`config.mk`:
```
export PLATFORM = sky130hd
export DESIGN_NAME = tcr_regs
export DESIGN_NICKNAME = d
export VERILOG_FILES = /design/src/pkg/tcr_pkg.sv /design/src/rtl/tcr_capture_chan.sv /design/src/rtl/tcr_regs.sv
export SDC_FILE = /design/constraint.sdc
export NUM_CORES = 1
export LEC_CHECK = 0
export BUFFER_PORTS_ARGS = -buffer_cell sky130_fd_sc_hd__buf_2
export CAP_MARGIN = 10
export CORE_ASPECT_RATIO = 1.75
export CORE_MARGIN = 2
export CORE_UTILIZATION = 40
export DETAILED_ROUTE_END_ITERATION = 8
export PLACE_DENSITY = 0.67
export SYNTH_ARGS = -nofsm -noshare
export SYNTH_HDL_FRONTEND = slang
export SYNTH_SLANG_ARGS = --single-unit
```
`constraint.sdc`:
```
create_clock -name clock -period 2.4 [get_ports clock]
set_clock_uncertainty 0.15 [all_clocks]
set_input_delay 0.24 -clock clock [delete_from_list [all_inputs] [get_ports clock]]
set_output_delay 0.24 -clock clock [all_outputs]
set_load 0.02 [all_outputs]
```
`src/pkg/tcr_pkg.sv`:
```
package tcr_pkg;

  // Register offsets as seen by the I/O port instructions or the extended space
  localparam logic [7:0] OFS_CAP1_LO  = 8'h26;
  localparam logic [7:0] OFS_CAP1_HI  = 8'h27;
  localparam logic [7:0] OFS_FLAG     = 8'h36;
  localparam logic [7:0] OFS_MASK     = 8'h37;
  localparam logic [7:0] OFS_EFLAG    = 8'h7C;
  localparam logic [7:0] OFS_EMASK    = 8'h7D;
  localparam logic [7:0] OFS_CAP3_LO  = 8'h80;
  localparam logic [7:0] OFS_CAP3_HI  = 8'h81;
  localparam logic [7:0] OFS_CMPC3_LO = 8'h82;
  localparam logic [7:0] OFS_CMPC3_HI = 8'h83;

  // Address map of the two access paths
  localparam logic [7:0] IO_PORT_LAST = 8'h3F;
  localparam logic [7:0] DSPACE_SHIFT = 8'h20;
  localparam logic [7:0] EXT_IO_BASE  = 8'h60;

  // Bit positions inside the mask and flag bytes
  localparam int BIT_CAP     = 5;
  localparam int BIT_CMP_A   = 4;
  localparam int BIT_CMP_B   = 3;
  localparam int BIT_OVF     = 2;
  localparam int BIT_CMP_C3  = 1;
  localparam int BIT_CMP_C1  = 0;

  // Values after reset
  localparam logic [7:0]  RST_BYTE = 8'h00;
  localparam logic [15:0] RST_WORD = 16'h0000;

  // One CPU access to the I/O space
  typedef struct packed {
    logic       rd;
    logic       wr;
    logic       dspace;
    logic [7:0] addr;
    logic [7:0] wdata;
  } tcr_io_req_type;

  // One bit per interrupt source of both timers
  typedef struct packed {
    logic t1_cap;
    logic t1_cmp_a;
    logic t1_cmp_b;
    logic t1_ovf;
    logic t1_cmp_c;
    logic t3_cap;
    logic t3_cmp_a;
    logic t3_cmp_b;
    logic t3_ovf;
    logic t3_cmp_c;
  } tcr_src_type;

  // Events produced by the counter logic outside this block
  typedef struct packed {
    logic t1_top;
    logic t1_cmp_a;
    logic t1_cmp_b;
    logic t1_ovf;
    logic t1_cmp_c;
    logic t3_top;
    logic t3_cmp_a;
    logic t3_cmp_b;
    logic t3_ovf;
  } tcr_ext_evt_type;

  // Capture setup of one timer
  typedef struct packed {
    logic rising;
    logic top_is_cap;
  } tcr_cfg_type;

  // Sources whose enables live in the extended mask byte
  localparam tcr_src_type EXT_SRC_MASK = 10'b0000111111;

endpackage

```
`src/rtl/tcr_capture_chan.sv`:
```
module tcr_capture_chan
  import tcr_pkg::*;
(
  input  wire logic        clock,
  input  wire logic        nrst,
  input  wire logic        ce,
  input  wire logic        cap_pin,
  input  wire logic        alt_pin,
  input  wire logic        use_alt,
  input  wire logic        rising,
  input  wire logic        capture_off,
  input  wire logic [15:0] count,
  input  wire logic        load_en,
  input  wire logic [15:0] load_value,
  output logic      [15:0] value,
  output logic             event_pulse
);

  logic        pin_meta;
  logic        pin_sync;
  logic        alt_meta;
  logic        alt_sync;
  logic        sel_last;
  logic        sel_now;
  logic        edge_seen;
  logic [15:0] next_value;
  logic        next_event;

  // Source choice and edge qualification
  always_comb begin
    sel_now    = use_alt ? alt_sync : pin_sync;
    edge_seen  = rising ? (sel_now & ~sel_last) : (~sel_now & sel_last);
    next_event = edge_seen & ~capture_off;
    next_value = value;
    if (load_en) begin
      next_value = load_value;
    end
    if (next_event) begin
      next_value = count;
    end
  end

  // Two-stage synchronisers, edge history and capture register
  always_ff @(posedge clock or negedge nrst) begin
    if (!nrst) begin
      pin_meta    <= 1'b0;
      pin_sync    <= 1'b0;
      alt_meta    <= 1'b0;
      alt_sync    <= 1'b0;
      sel_last    <= 1'b0;
      value       <= RST_WORD;
      event_pulse <= 1'b0;
    end else if (ce) begin
      pin_meta    <= cap_pin;
      pin_sync    <= pin_meta;
      alt_meta    <= alt_pin;
      alt_sync    <= alt_meta;
      sel_last    <= sel_now;
      value       <= next_value;
      event_pulse <= next_event;
    end
  end
endmodule

```
`src/rtl/tcr_regs.sv`:
```
module tcr_regs
  import tcr_pkg::*;
(
  input  wire logic            clock,
  input  wire logic            nrst,
  input  wire logic            ce,
  input  wire tcr_io_req_type  io_req,
  output logic      [7:0]      io_rdata,
  input  wire logic            global_irq_en,
  input  wire logic            compat_mode,
  input  wire logic            t1_cap_pin,
  input  wire logic            t3_cap_pin,
  input  wire logic            cmp_out,
  input  wire logic            t1_cap_from_cmp,
  input  wire tcr_cfg_type     t1_cfg,
  input  wire tcr_cfg_type     t3_cfg,
  input  wire logic [15:0]     t1_count,
  input  wire logic [15:0]     t3_count,
  input  wire logic            t3_tick,
  input  wire tcr_ext_evt_type ext_evt,
  input  wire tcr_src_type     irq_ack,
  output tcr_src_type          irq_req,
  output logic      [15:0]     t1_top_value,
  output logic      [15:0]     t3_top_value,
  output logic      [15:0]     t3_cmp_c_value
);

  logic        hit;
  logic [7:0]  eff_off;
  logic        rd;
  logic        wr;
  logic [7:0]  wd;
  tcr_src_type flag;
  tcr_src_type en;
  tcr_src_type en_eff;
  tcr_src_type set;
  tcr_src_type clr;
  tcr_src_type next_flag;
  tcr_src_type next_en;
  tcr_src_type next_irq;
  logic [7:0]  temp;
  logic [7:0]  next_temp;
  logic [15:0] next_cmpc;
  logic [7:0]  next_rdata;
  logic [7:0]  flag_byte;
  logic [7:0]  eflag_byte;
  logic [7:0]  mask_byte;
  logic [7:0]  emask_byte;
  logic        cap1_evt;
  logic        cap3_evt;
  logic        cap1_load;
  logic        cap3_load;
  logic        cmpc_match;

  // Address decode of the two access paths
  always_comb begin
    eff_off = io_req.addr;
    hit     = 1'b0;
    if (!io_req.dspace) begin
      hit = (io_req.addr <= IO_PORT_LAST);
    end else if (io_req.addr < EXT_IO_BASE) begin
      hit     = (io_req.addr >= DSPACE_SHIFT);
      eff_off = io_req.addr - DSPACE_SHIFT;
    end else begin
      hit = 1'b1;
    end
    rd = ce & io_req.rd & hit;
    wr = ce & io_req.wr & hit;
    wd = io_req.wdata;
  end

  // Capture writes commit the staged high byte with the low byte
  always_comb begin
    cap1_load = wr && (eff_off == OFS_CAP1_LO);
    cap3_load = wr && (eff_off == OFS_CAP3_LO);
  end

  // Timer 1 capture, optionally from the comparator
  tcr_capture_chan u_cap1 (
    .clock       (clock),
    .nrst        (nrst),
    .ce          (ce),
    .cap_pin     (t1_cap_pin),
    .alt_pin     (cmp_out),
    .use_alt     (t1_cap_from_cmp),
    .rising      (t1_cfg.rising),
    .capture_off (t1_cfg.top_is_cap),
    .count       (t1_count),
    .load_en     (cap1_load),
    .load_value  ({temp, wd}),
    .value       (t1_top_value),
    .event_pulse (cap1_evt)
  );

  // Timer 3 capture, pin only
  tcr_capture_chan u_cap3 (
    .clock       (clock),
    .nrst        (nrst),
    .ce          (ce),
    .cap_pin     (t3_cap_pin),
    .alt_pin     (1'b0),
    .use_alt     (1'b0),
    .rising      (t3_cfg.rising),
    .capture_off (t3_cfg.top_is_cap),
    .count       (t3_count),
    .load_en     (cap3_load),
    .load_value  ({temp, wd}),
    .value       (t3_top_value),
    .event_pulse (cap3_evt)
  );

  // Byte views of flags and enables
  always_comb begin
    flag_byte              = RST_BYTE;
    flag_byte[BIT_CAP]     = flag.t1_cap;
    flag_byte[BIT_CMP_A]   = flag.t1_cmp_a;
    flag_byte[BIT_CMP_B]   = flag.t1_cmp_b;
    flag_byte[BIT_OVF]     = flag.t1_ovf;
    eflag_byte             = RST_BYTE;
    eflag_byte[BIT_CAP]    = flag.t3_cap;
    eflag_byte[BIT_CMP_A]  = flag.t3_cmp_a;
    eflag_byte[BIT_CMP_B]  = flag.t3_cmp_b;
    eflag_byte[BIT_OVF]    = flag.t3_ovf;
    eflag_byte[BIT_CMP_C3] = flag.t3_cmp_c;
    eflag_byte[BIT_CMP_C1] = flag.t1_cmp_c;
    mask_byte              = RST_BYTE;
    mask_byte[BIT_CAP]     = en.t1_cap;
    mask_byte[BIT_CMP_A]   = en.t1_cmp_a;
    mask_byte[BIT_CMP_B]   = en.t1_cmp_b;
    mask_byte[BIT_OVF]     = en.t1_ovf;
    emask_byte             = RST_BYTE;
    if (!compat_mode) begin
      emask_byte[BIT_CAP]    = en.t3_cap;
      emask_byte[BIT_CMP_A]  = en.t3_cmp_a;
      emask_byte[BIT_CMP_B]  = en.t3_cmp_b;
      emask_byte[BIT_OVF]    = en.t3_ovf;
      emask_byte[BIT_CMP_C3] = en.t3_cmp_c;
      emask_byte[BIT_CMP_C1] = en.t1_cmp_c;
    end
  end

  // Event sources, clears and flag update
  always_comb begin
    cmpc_match     = t3_tick && (t3_count == t3_cmp_c_value);
    set.t1_cap     = cap1_evt | (ext_evt.t1_top & t1_cfg.top_is_cap);
    set.t1_cmp_a   = ext_evt.t1_cmp_a;
    set.t1_cmp_b   = ext_evt.t1_cmp_b;
    set.t1_ovf     = ext_evt.t1_ovf;
    set.t1_cmp_c   = ext_evt.t1_cmp_c;
    set.t3_cap     = cap3_evt | (ext_evt.t3_top & t3_cfg.top_is_cap);
    set.t3_cmp_a   = ext_evt.t3_cmp_a;
    set.t3_cmp_b   = ext_evt.t3_cmp_b;
    set.t3_ovf     = ext_evt.t3_ovf;
    set.t3_cmp_c   = cmpc_match;
    clr            = irq_ack;
    if (wr && eff_off == OFS_FLAG) begin
      clr.t1_cap   = irq_ack.t1_cap   | wd[BIT_CAP];
      clr.t1_cmp_a = irq_ack.t1_cmp_a | wd[BIT_CMP_A];
      clr.t1_cmp_b = irq_ack.t1_cmp_b | wd[BIT_CMP_B];
      clr.t1_ovf   = irq_ack.t1_ovf   | wd[BIT_OVF];
    end
    if (wr && eff_off == OFS_EFLAG) begin
      clr.t3_cap   = irq_ack.t3_cap   | wd[BIT_CAP];
      clr.t3_cmp_a = irq_ack.t3_cmp_a | wd[BIT_CMP_A];
      clr.t3_cmp_b = irq_ack.t3_cmp_b | wd[BIT_CMP_B];
      clr.t3_ovf   = irq_ack.t3_ovf   | wd[BIT_OVF];
      clr.t3_cmp_c = irq_ack.t3_cmp_c | wd[BIT_CMP_C3];
      clr.t1_cmp_c = irq_ack.t1_cmp_c | wd[BIT_CMP_C1];
    end
    next_flag = tcr_src_type'((flag & ~clr) | set);                      // Set beats clear
  end

  // Enable registers and interrupt request gating
  always_comb begin
    next_en = en;
    if (wr && eff_off == OFS_MASK) begin
      next_en.t1_cap   = wd[BIT_CAP];
      next_en.t1_cmp_a = wd[BIT_CMP_A];
      next_en.t1_cmp_b = wd[BIT_CMP_B];
      next_en.t1_ovf   = wd[BIT_OVF];
    end
    if (wr && eff_off == OFS_EMASK && !compat_mode) begin
      next_en.t3_cap   = wd[BIT_CAP];
      next_en.t3_cmp_a = wd[BIT_CMP_A];
      next_en.t3_cmp_b = wd[BIT_CMP_B];
      next_en.t3_ovf   = wd[BIT_OVF];
      next_en.t3_cmp_c = wd[BIT_CMP_C3];
      next_en.t1_cmp_c = wd[BIT_CMP_C1];
    end
    en_eff   = compat_mode ? tcr_src_type'(en & ~EXT_SRC_MASK) : en;
    next_irq = tcr_src_type'(en_eff & flag & {$bits(tcr_src_type){global_irq_en}});
  end

  // Read mux, shared temporary byte and compare C register
  always_comb begin
    next_rdata = io_rdata;
    next_temp  = temp;
    next_cmpc  = t3_cmp_c_value;
    if (rd) begin
      case (eff_off)
        OFS_CAP1_LO: begin
          next_rdata = t1_top_value[7:0];
          next_temp  = t1_top_value[15:8];
        end
        OFS_CAP3_LO: begin
          next_rdata = t3_top_value[7:0];
          next_temp  = t3_top_value[15:8];
        end
        OFS_CMPC3_LO: begin
          next_rdata = t3_cmp_c_value[7:0];
          next_temp  = t3_cmp_c_value[15:8];
        end
        OFS_CAP1_HI, OFS_CAP3_HI, OFS_CMPC3_HI: begin
          next_rdata = temp;
        end
        OFS_FLAG:  next_rdata = flag_byte;
        OFS_EFLAG: next_rdata = eflag_byte;
        OFS_MASK:  next_rdata = mask_byte;
        OFS_EMASK: next_rdata = emask_byte;
        default:   next_rdata = RST_BYTE;
      endcase
    end
    if (wr) begin
      case (eff_off)
        OFS_CAP1_HI, OFS_CAP3_HI, OFS_CMPC3_HI: begin
          next_temp = wd;
        end
        OFS_CMPC3_LO: begin
          next_cmpc = {temp, wd};
        end
        default: begin
          next_temp = next_temp;
        end
      endcase
    end
  end

  // State registers
  always_ff @(posedge clock or negedge nrst) begin
    if (!nrst) begin
      flag           <= '0;
      en             <= '0;
      irq_req        <= '0;
      temp           <= RST_BYTE;
      io_rdata       <= RST_BYTE;
      t3_cmp_c_value <= RST_WORD;
    end else if (ce) begin
      flag           <= next_flag;
      en             <= next_en;
      irq_req        <= next_irq;
      temp           <= next_temp;
      io_rdata       <= next_rdata;
      t3_cmp_c_value <= next_cmpc;
    end
  end
endmodule

```
* Word-level counts from Yosys, hierarchy flattened *
Cells that the tools add are included.

operators by class
  $add $sub $neg = 1
  order comparisons = 3
  eq/ne operators = 11
  multiplexer cells = 20
  bitwise operators = 35
  reduce and logical (&&, ||, !) cells = 18

operators by type and width
  cell                                                                   number
  16-bit two-way mux                                                     4
  8-bit one-hot mux with 8 select lines                                  1
  8-bit two-way mux                                                      5
  8-bit by 6-bit equality test with 1-bit output, second input constant  4
  8-bit equality test, second input constant                             4
  10-bit bitwise AND                                                     3
  8-bit one-hot mux with 3 select lines                                  1
  6-bit two-way mux                                                      3
  16-bit equality test                                                   1
  8-bit by 7-bit equality test with 1-bit output, second input constant  2
  1-bit bitwise AND                                                      12
  1-bit OR                                                               12
  10-bit NOT                                                             1
  10-bit OR                                                              1
  2-bit AND reduction                                                    5
  8-bit by 6-bit >= comparator with 1-bit output, second input constant  1
  8-bit by 6-bit <= comparator with 1-bit output, second input constant  1
  1-bit logical AND                                                      8
  8-bit by 7-bit < comparator with 1-bit output, second input constant   1
  8-bit by 6-bit subtractor with 8-bit output, second input constant     1
  1-bit NOT                                                              6
  1-bit two-way mux                                                      5
  4-bit two-way mux                                                      1
  2-bit nonzero test                                                     2
  3 further kinds                                                        3

storage, ports and cells
  register bits after elaboration = 104
  input bits = 84
  output and inout bits = 66
  word-level logic and storage cells = 133

* Depth between registers and ports, before layout *
  depth in word-level cells = 9
  mapped depth = 11
  depth with buffers taken out = 7

* Modules after synthesis *
From an unflattened synthesis, not the netlist that was laid out.

second synthesis, totals
  cells, all modules = 528
  area total of the unflattened synthesis = 6002.0 um^2

by module, submodules not included
  module            instances  cells each  area an instance (um^2)  sequential area each (um^2)
  tcr_regs          1          346         3632.2                   1551.5
  tcr_capture_chan  2          91          1184.9                   550.5

* Worst setup path before layout *
OpenSTA, ideal clock, no wires.

  path kind = input -> register
  from = input port io_req[14] (netlist name)
  to = register u_cap3.value[10]
  setup time = 0.125 ns
  data arrival time = 2.404 ns
  required time = 2.125 ns
  setup slack = -0.279 ns
  stages = 11
  buffers on the path = 4
  cell sequence = buf_2 -> inv_1 -> ha_1 -> nor3b_1 -> a211oi_4 -> and2_1 -> buf_6 -> a32o_1 -> buf_6 -> buf_12 -> mux2_4

between the ends
  word-level cells in the longest chain between the ends = 7
  elaborated cells between the ends (all ways) = 13
  those cells by class = add/sub: 1; order compare: 3; eq/ne: 1; mux: 4; bitwise: 1; reduce/logical: 3

RTL lines
  item                                                                       RTL line                        RTL
  start, declared                                                            tcr_regs.sv:7                   input wire tcr_io_req_type io_req,
  8-bit by 6-bit subtractor with 8-bit output, or another cell as far along  tcr_regs.sv:63                  eff_off = io_req.addr - DSPACE_SHIFT;
  8-bit two-way mux or 1-bit two-way mux (tied branches)                     tcr_regs.sv:61                  end else if (io_req.addr < EXT_IO_BASE) begin
  8-bit two-way mux or 1-bit two-way mux (tied branches)                     tcr_regs.sv:59                  if (!io_req.dspace) begin
  8-bit equality test or 1-bit bitwise AND (tied branches)                   tcr_regs.sv:75, tcr_regs.sv:68
  1-bit logical AND (*)                                                      tcr_regs.sv:75                  cap3_load = wr && (eff_off == OFS_CAP3_LO);
  2-bit nonzero test (no line) (*)                                           -
  2-bit AND reduction (no line) (*)                                          -
  end signal, assigned                                                       tcr_capture_chan.sv:59          value <= next_value;
  end, declared                                                              tcr_capture_chan.sv:15          output logic [15:0] value,

Every way passes the cells marked *; elsewhere a longest branch is shown, timed or not.
A chain may end at the register's enable or synchronous reset.

* Worst setup path in the final report *
  from = register u_cap1.alt_sync
  to = register u_cap1.value[8]

between the ends
  word-level cells in the longest chain between the ends = 7
  elaborated cells between the ends (all ways) = 9
  those cells by class = mux: 3; bitwise: 4; reduce/logical: 2

RTL lines
  item                           RTL line                RTL
  start, declared                tcr_capture_chan.sv:22  logic alt_sync;
  start signal, assigned         tcr_capture_chan.sv:57  alt_sync <= alt_meta;
  1-bit two-way mux (*)          tcr_capture_chan.sv:31  sel_now = use_alt ? alt_sync : pin_sync;
  1-bit NOT                      tcr_capture_chan.sv:32  edge_seen = rising ? (sel_now & ~sel_last) : (~sel_now & sel_last);
  1-bit bitwise AND              tcr_capture_chan.sv:32
  1-bit two-way mux (*)          tcr_capture_chan.sv:32
  1-bit bitwise AND (*)          tcr_capture_chan.sv:33  next_event = edge_seen & ~capture_off;
  2-bit nonzero test (no line)   -
  2-bit AND reduction (no line)  -
  end signal, assigned           tcr_capture_chan.sv:59
  end, declared                  tcr_capture_chan.sv:15

Marks and branches as above.

==> results.ini <==
[clock_tree]
cts_buffers=9
cts_htree_levels=3
cts_tree=done
cts_buffer_depth=2
clock_latency_ns=0.35
postCtsSetupRepairBufs=0
cts.sinks=104
cts_root_buf=clkbuf_16
cts.reportedPaths.clkPinSlew_ns=0.07

[synth]
yosys_warnings=0
synth_top_area_share_pct=45.66
synth_cells=477
ys_seq_area_share_pct=45.66
synth_edf_count=0
synthTopCellsByArea=dfrtp_1 (46%), mux2_2 (23%), mux2_4 (2.6%)
async_flop_share_pct=100.0
mappedNetlistArea_um2=5699
syn_nets=563
dominantRegCellSynth=dfrtp_1
synth_area_per_cell_um2=11.95
synth_seq_cells=104
synth_largest_area_cell=dfrtp_1
yosysUniqueCellTypes=56

[timing]
worst_pin_slew_ns=0.7061
grt_setup_unrepaired=no
final.min_clock_period_ns=2.266
holdWs_ns=0.04647
slew_viol_final=0
period_share_pct=94.40
slew_headroom_pct=52.81
max_freq_ghz=0.4414
hold_viol=0
setup_viol=0

[cells_and_area]
area_growth_pct=27.07
final_util_pct=52.07
final_common_cell=buf_2
n_antenna_cell=0
drive_gt1_share_pct=53.12
layout_common_cells=buf_2 (148), mux2_2 (114), dfrtp_1 (104)
finish.instance_area_um2=7242
final_cells=834
nets=738

[detailed_routing]
routedWlPerCell_um=21.05
via_per_inst=5.590
vias=4662
ant_nets=0
drt-initial-drc-count=164
drc=0
wl_mm=17.56
drtPass1Iterations=4

[floorplan]
die_y_um=161.9
core_um2=13910
num_rows=57
design.die.area_um2=15260
start_util_pct=40.98
io_pins=150
fp.dieW_um=94.23

[global_routing]
antenna_found_initial=0
grt_max_degree=51
grt_pass1_wl_mm=27.37
grt_pass1_vias=4960
track_usage_pct=23.91
overflow=0

[pwr]
ir_worst_vdd_mv=0.5018
total_power_mw=5.506
p_int_mw=3.695
p_switching_mw=1.811
p_seq_share_pct=43.4
p_leak_nw=3.442
swShare_pct=32.89
p_per_area_nw_per_um2=760.3
pwr-share-clk_pct=27.9
p_comb_share_pct=28.6

[setup_path]
r2r_setup_slack_ns=0.13
criticalPathCategory=reg2reg
cp.arrival_ns=2.35
critPathRequiredTime_ns=2.48
timing.rr.end=u_cap1.value[8]
path_max_fanout=12
r2r_cells=6
slowest_stage=or3b_2
startpoint_type=flip-flop
cp_cell_sequence=mux2i_1, or3b_2, a21oi_2, buf_4, mux2_2, mux2_1
crit_path_end_kind=flip-flop
cp-startpoint=u_cap1.alt_sync
max_stage_delay_ns=0.46
r2r_start=u_cap1.alt_sync
endpoint=u_cap1.value[8]

[status]
status=complete, no violations

[worst_hold_path]
whs_path_depth=2
min_path_type=in2reg

[placed_design]
hpwlAfterDp_mm=13.56
port_buffers=149
post_dp_cell_area_um2=6884
place_congestion=0.8883
placed_cells=814

[run]
max_cap_viol_count=0

area by class of cell:
type | instances | area [um^2]
fill | 1284 | 6665
multi-input combinational | 327 | 2888
sequential | 104 | 2603
timing repair buffer | 193 | 1151
clock buffer | 11 | 252.7
tap | 177 | 221.5
inverter | 17 | 63.81
clock inverter | 5 | 62.56
through the flow:
stage | setup WS [ns] | setup TNS, ns
global placement | -0.3666 | -0.7095
finish | 0.1344 | 0
global route | 0.01745 | 0
detailed placement | -0.3742 | -1.186
CTS | 0.1053 | 0
floorplan | -0.02708 | -0.2708
worst min-delay path by stage:
stage	start	to	slack, ns
3_3_place_gp	nrst	t3_cmp_c_value[12]	0.07
6_report	io_req[6]	t3_cmp_c_value[6]	0.05
3_5_place_dp	nrst	t3_cmp_c_value[11]	0.08
5_1_grt	irq_ack[1]	eflag_byte[2]	0.05
2_1_floorplan	nrst	eflag_byte[0]	-0.21
4_1_cts	io_req[6]	t3_cmp_c_value[6]	0.04
cells in the mapped netlist (3+ instances only):
library cell	n
a21o_1	9
a21oi_1	6
a221oi_1	6
a22oi_1	4
a31oi_1	10
a41oi_1	5
buf_1	5
buf_2	7
buf_4	3
buf_6	4
clkbuf_1	9
dfrtp_1	104
inv_1	17
mux2_2	114
mux2_4	10
mux2i_1	3
nand2_1	16
nand3_1	18
nand3b_1	4
nand4_1	20
nor2_1	14
nor2b_1	3
nor3_1	3
nor3b_1	4
nor4_1	4
o21ai_0	12
o221a_2	8
xor2_1	15
timing repair:
| action | 4_1_cts | 5_1_grt |
|---|---|---|
| cloned | 0 | 0 |
| gates resized for setup | 1 | 1 |
| hold buffers | 4 | 0 |
| endpoints found under the setup margin | 1 | 1 |
| endpoints found under the hold margin | 35 | 0 |
sequential cells by signal, summed over array words and instances (netlist names), 6 cells and up:
| signal | flops |
|---|---|
| irq_req | 10 |
| eflag_byte | 6 |
| io_rdata | 8 |
| t3_cmp_c_value | 16 |
| u_cap3.value | 16 |
| en | 10 |
| temp | 8 |
| u_cap1.value | 16 |
metal layers:
metal	track usage (%)	wire length (um)
met2	43.64	9701
met1	26.39	6287
met4	11.40	743
met3	3.942	824
met5	0	0
power by group through the flow:
stage / Clock, mW / Sequential [mW] / Combinational (mW)
floorplan: 0 / 2.64 / 0.665
global placement: 0 / 2.40 / 1.54
detailed placement: 0 / 2.42 / 1.58
CTS: 1.55 / 2.39 / 1.59
global route: 1.64 / 2.43 / 1.68
finish: 1.54 / 2.39 / 1.58
cells by family (layout without fill, tap and decap cells):
logic type	after synthesis	after routing	share of synthesized area [%]
muxes	129	129	26.08
adders and majority gates	2	2	0.4390
and+or+nand+nor	101	101	10.14
DFF	104	104	45.66
AOI/OAI and AO/OA	79	79	11.02
xor gates and xnor gates	16	16	2.459
buffers and inverters	46	226	4.193
worst max-delay path: cells and delay by family, from the launching register on:
family | cells | cell delay [ns]
simple gates | 1 | 0.46
mux | 3 | 0.74
flops | 1 | 0.35
buf+inv | 1 | 0.26
compound gates | 1 | 0.19
Note: power is estimated with default switching activity, not from simulation.
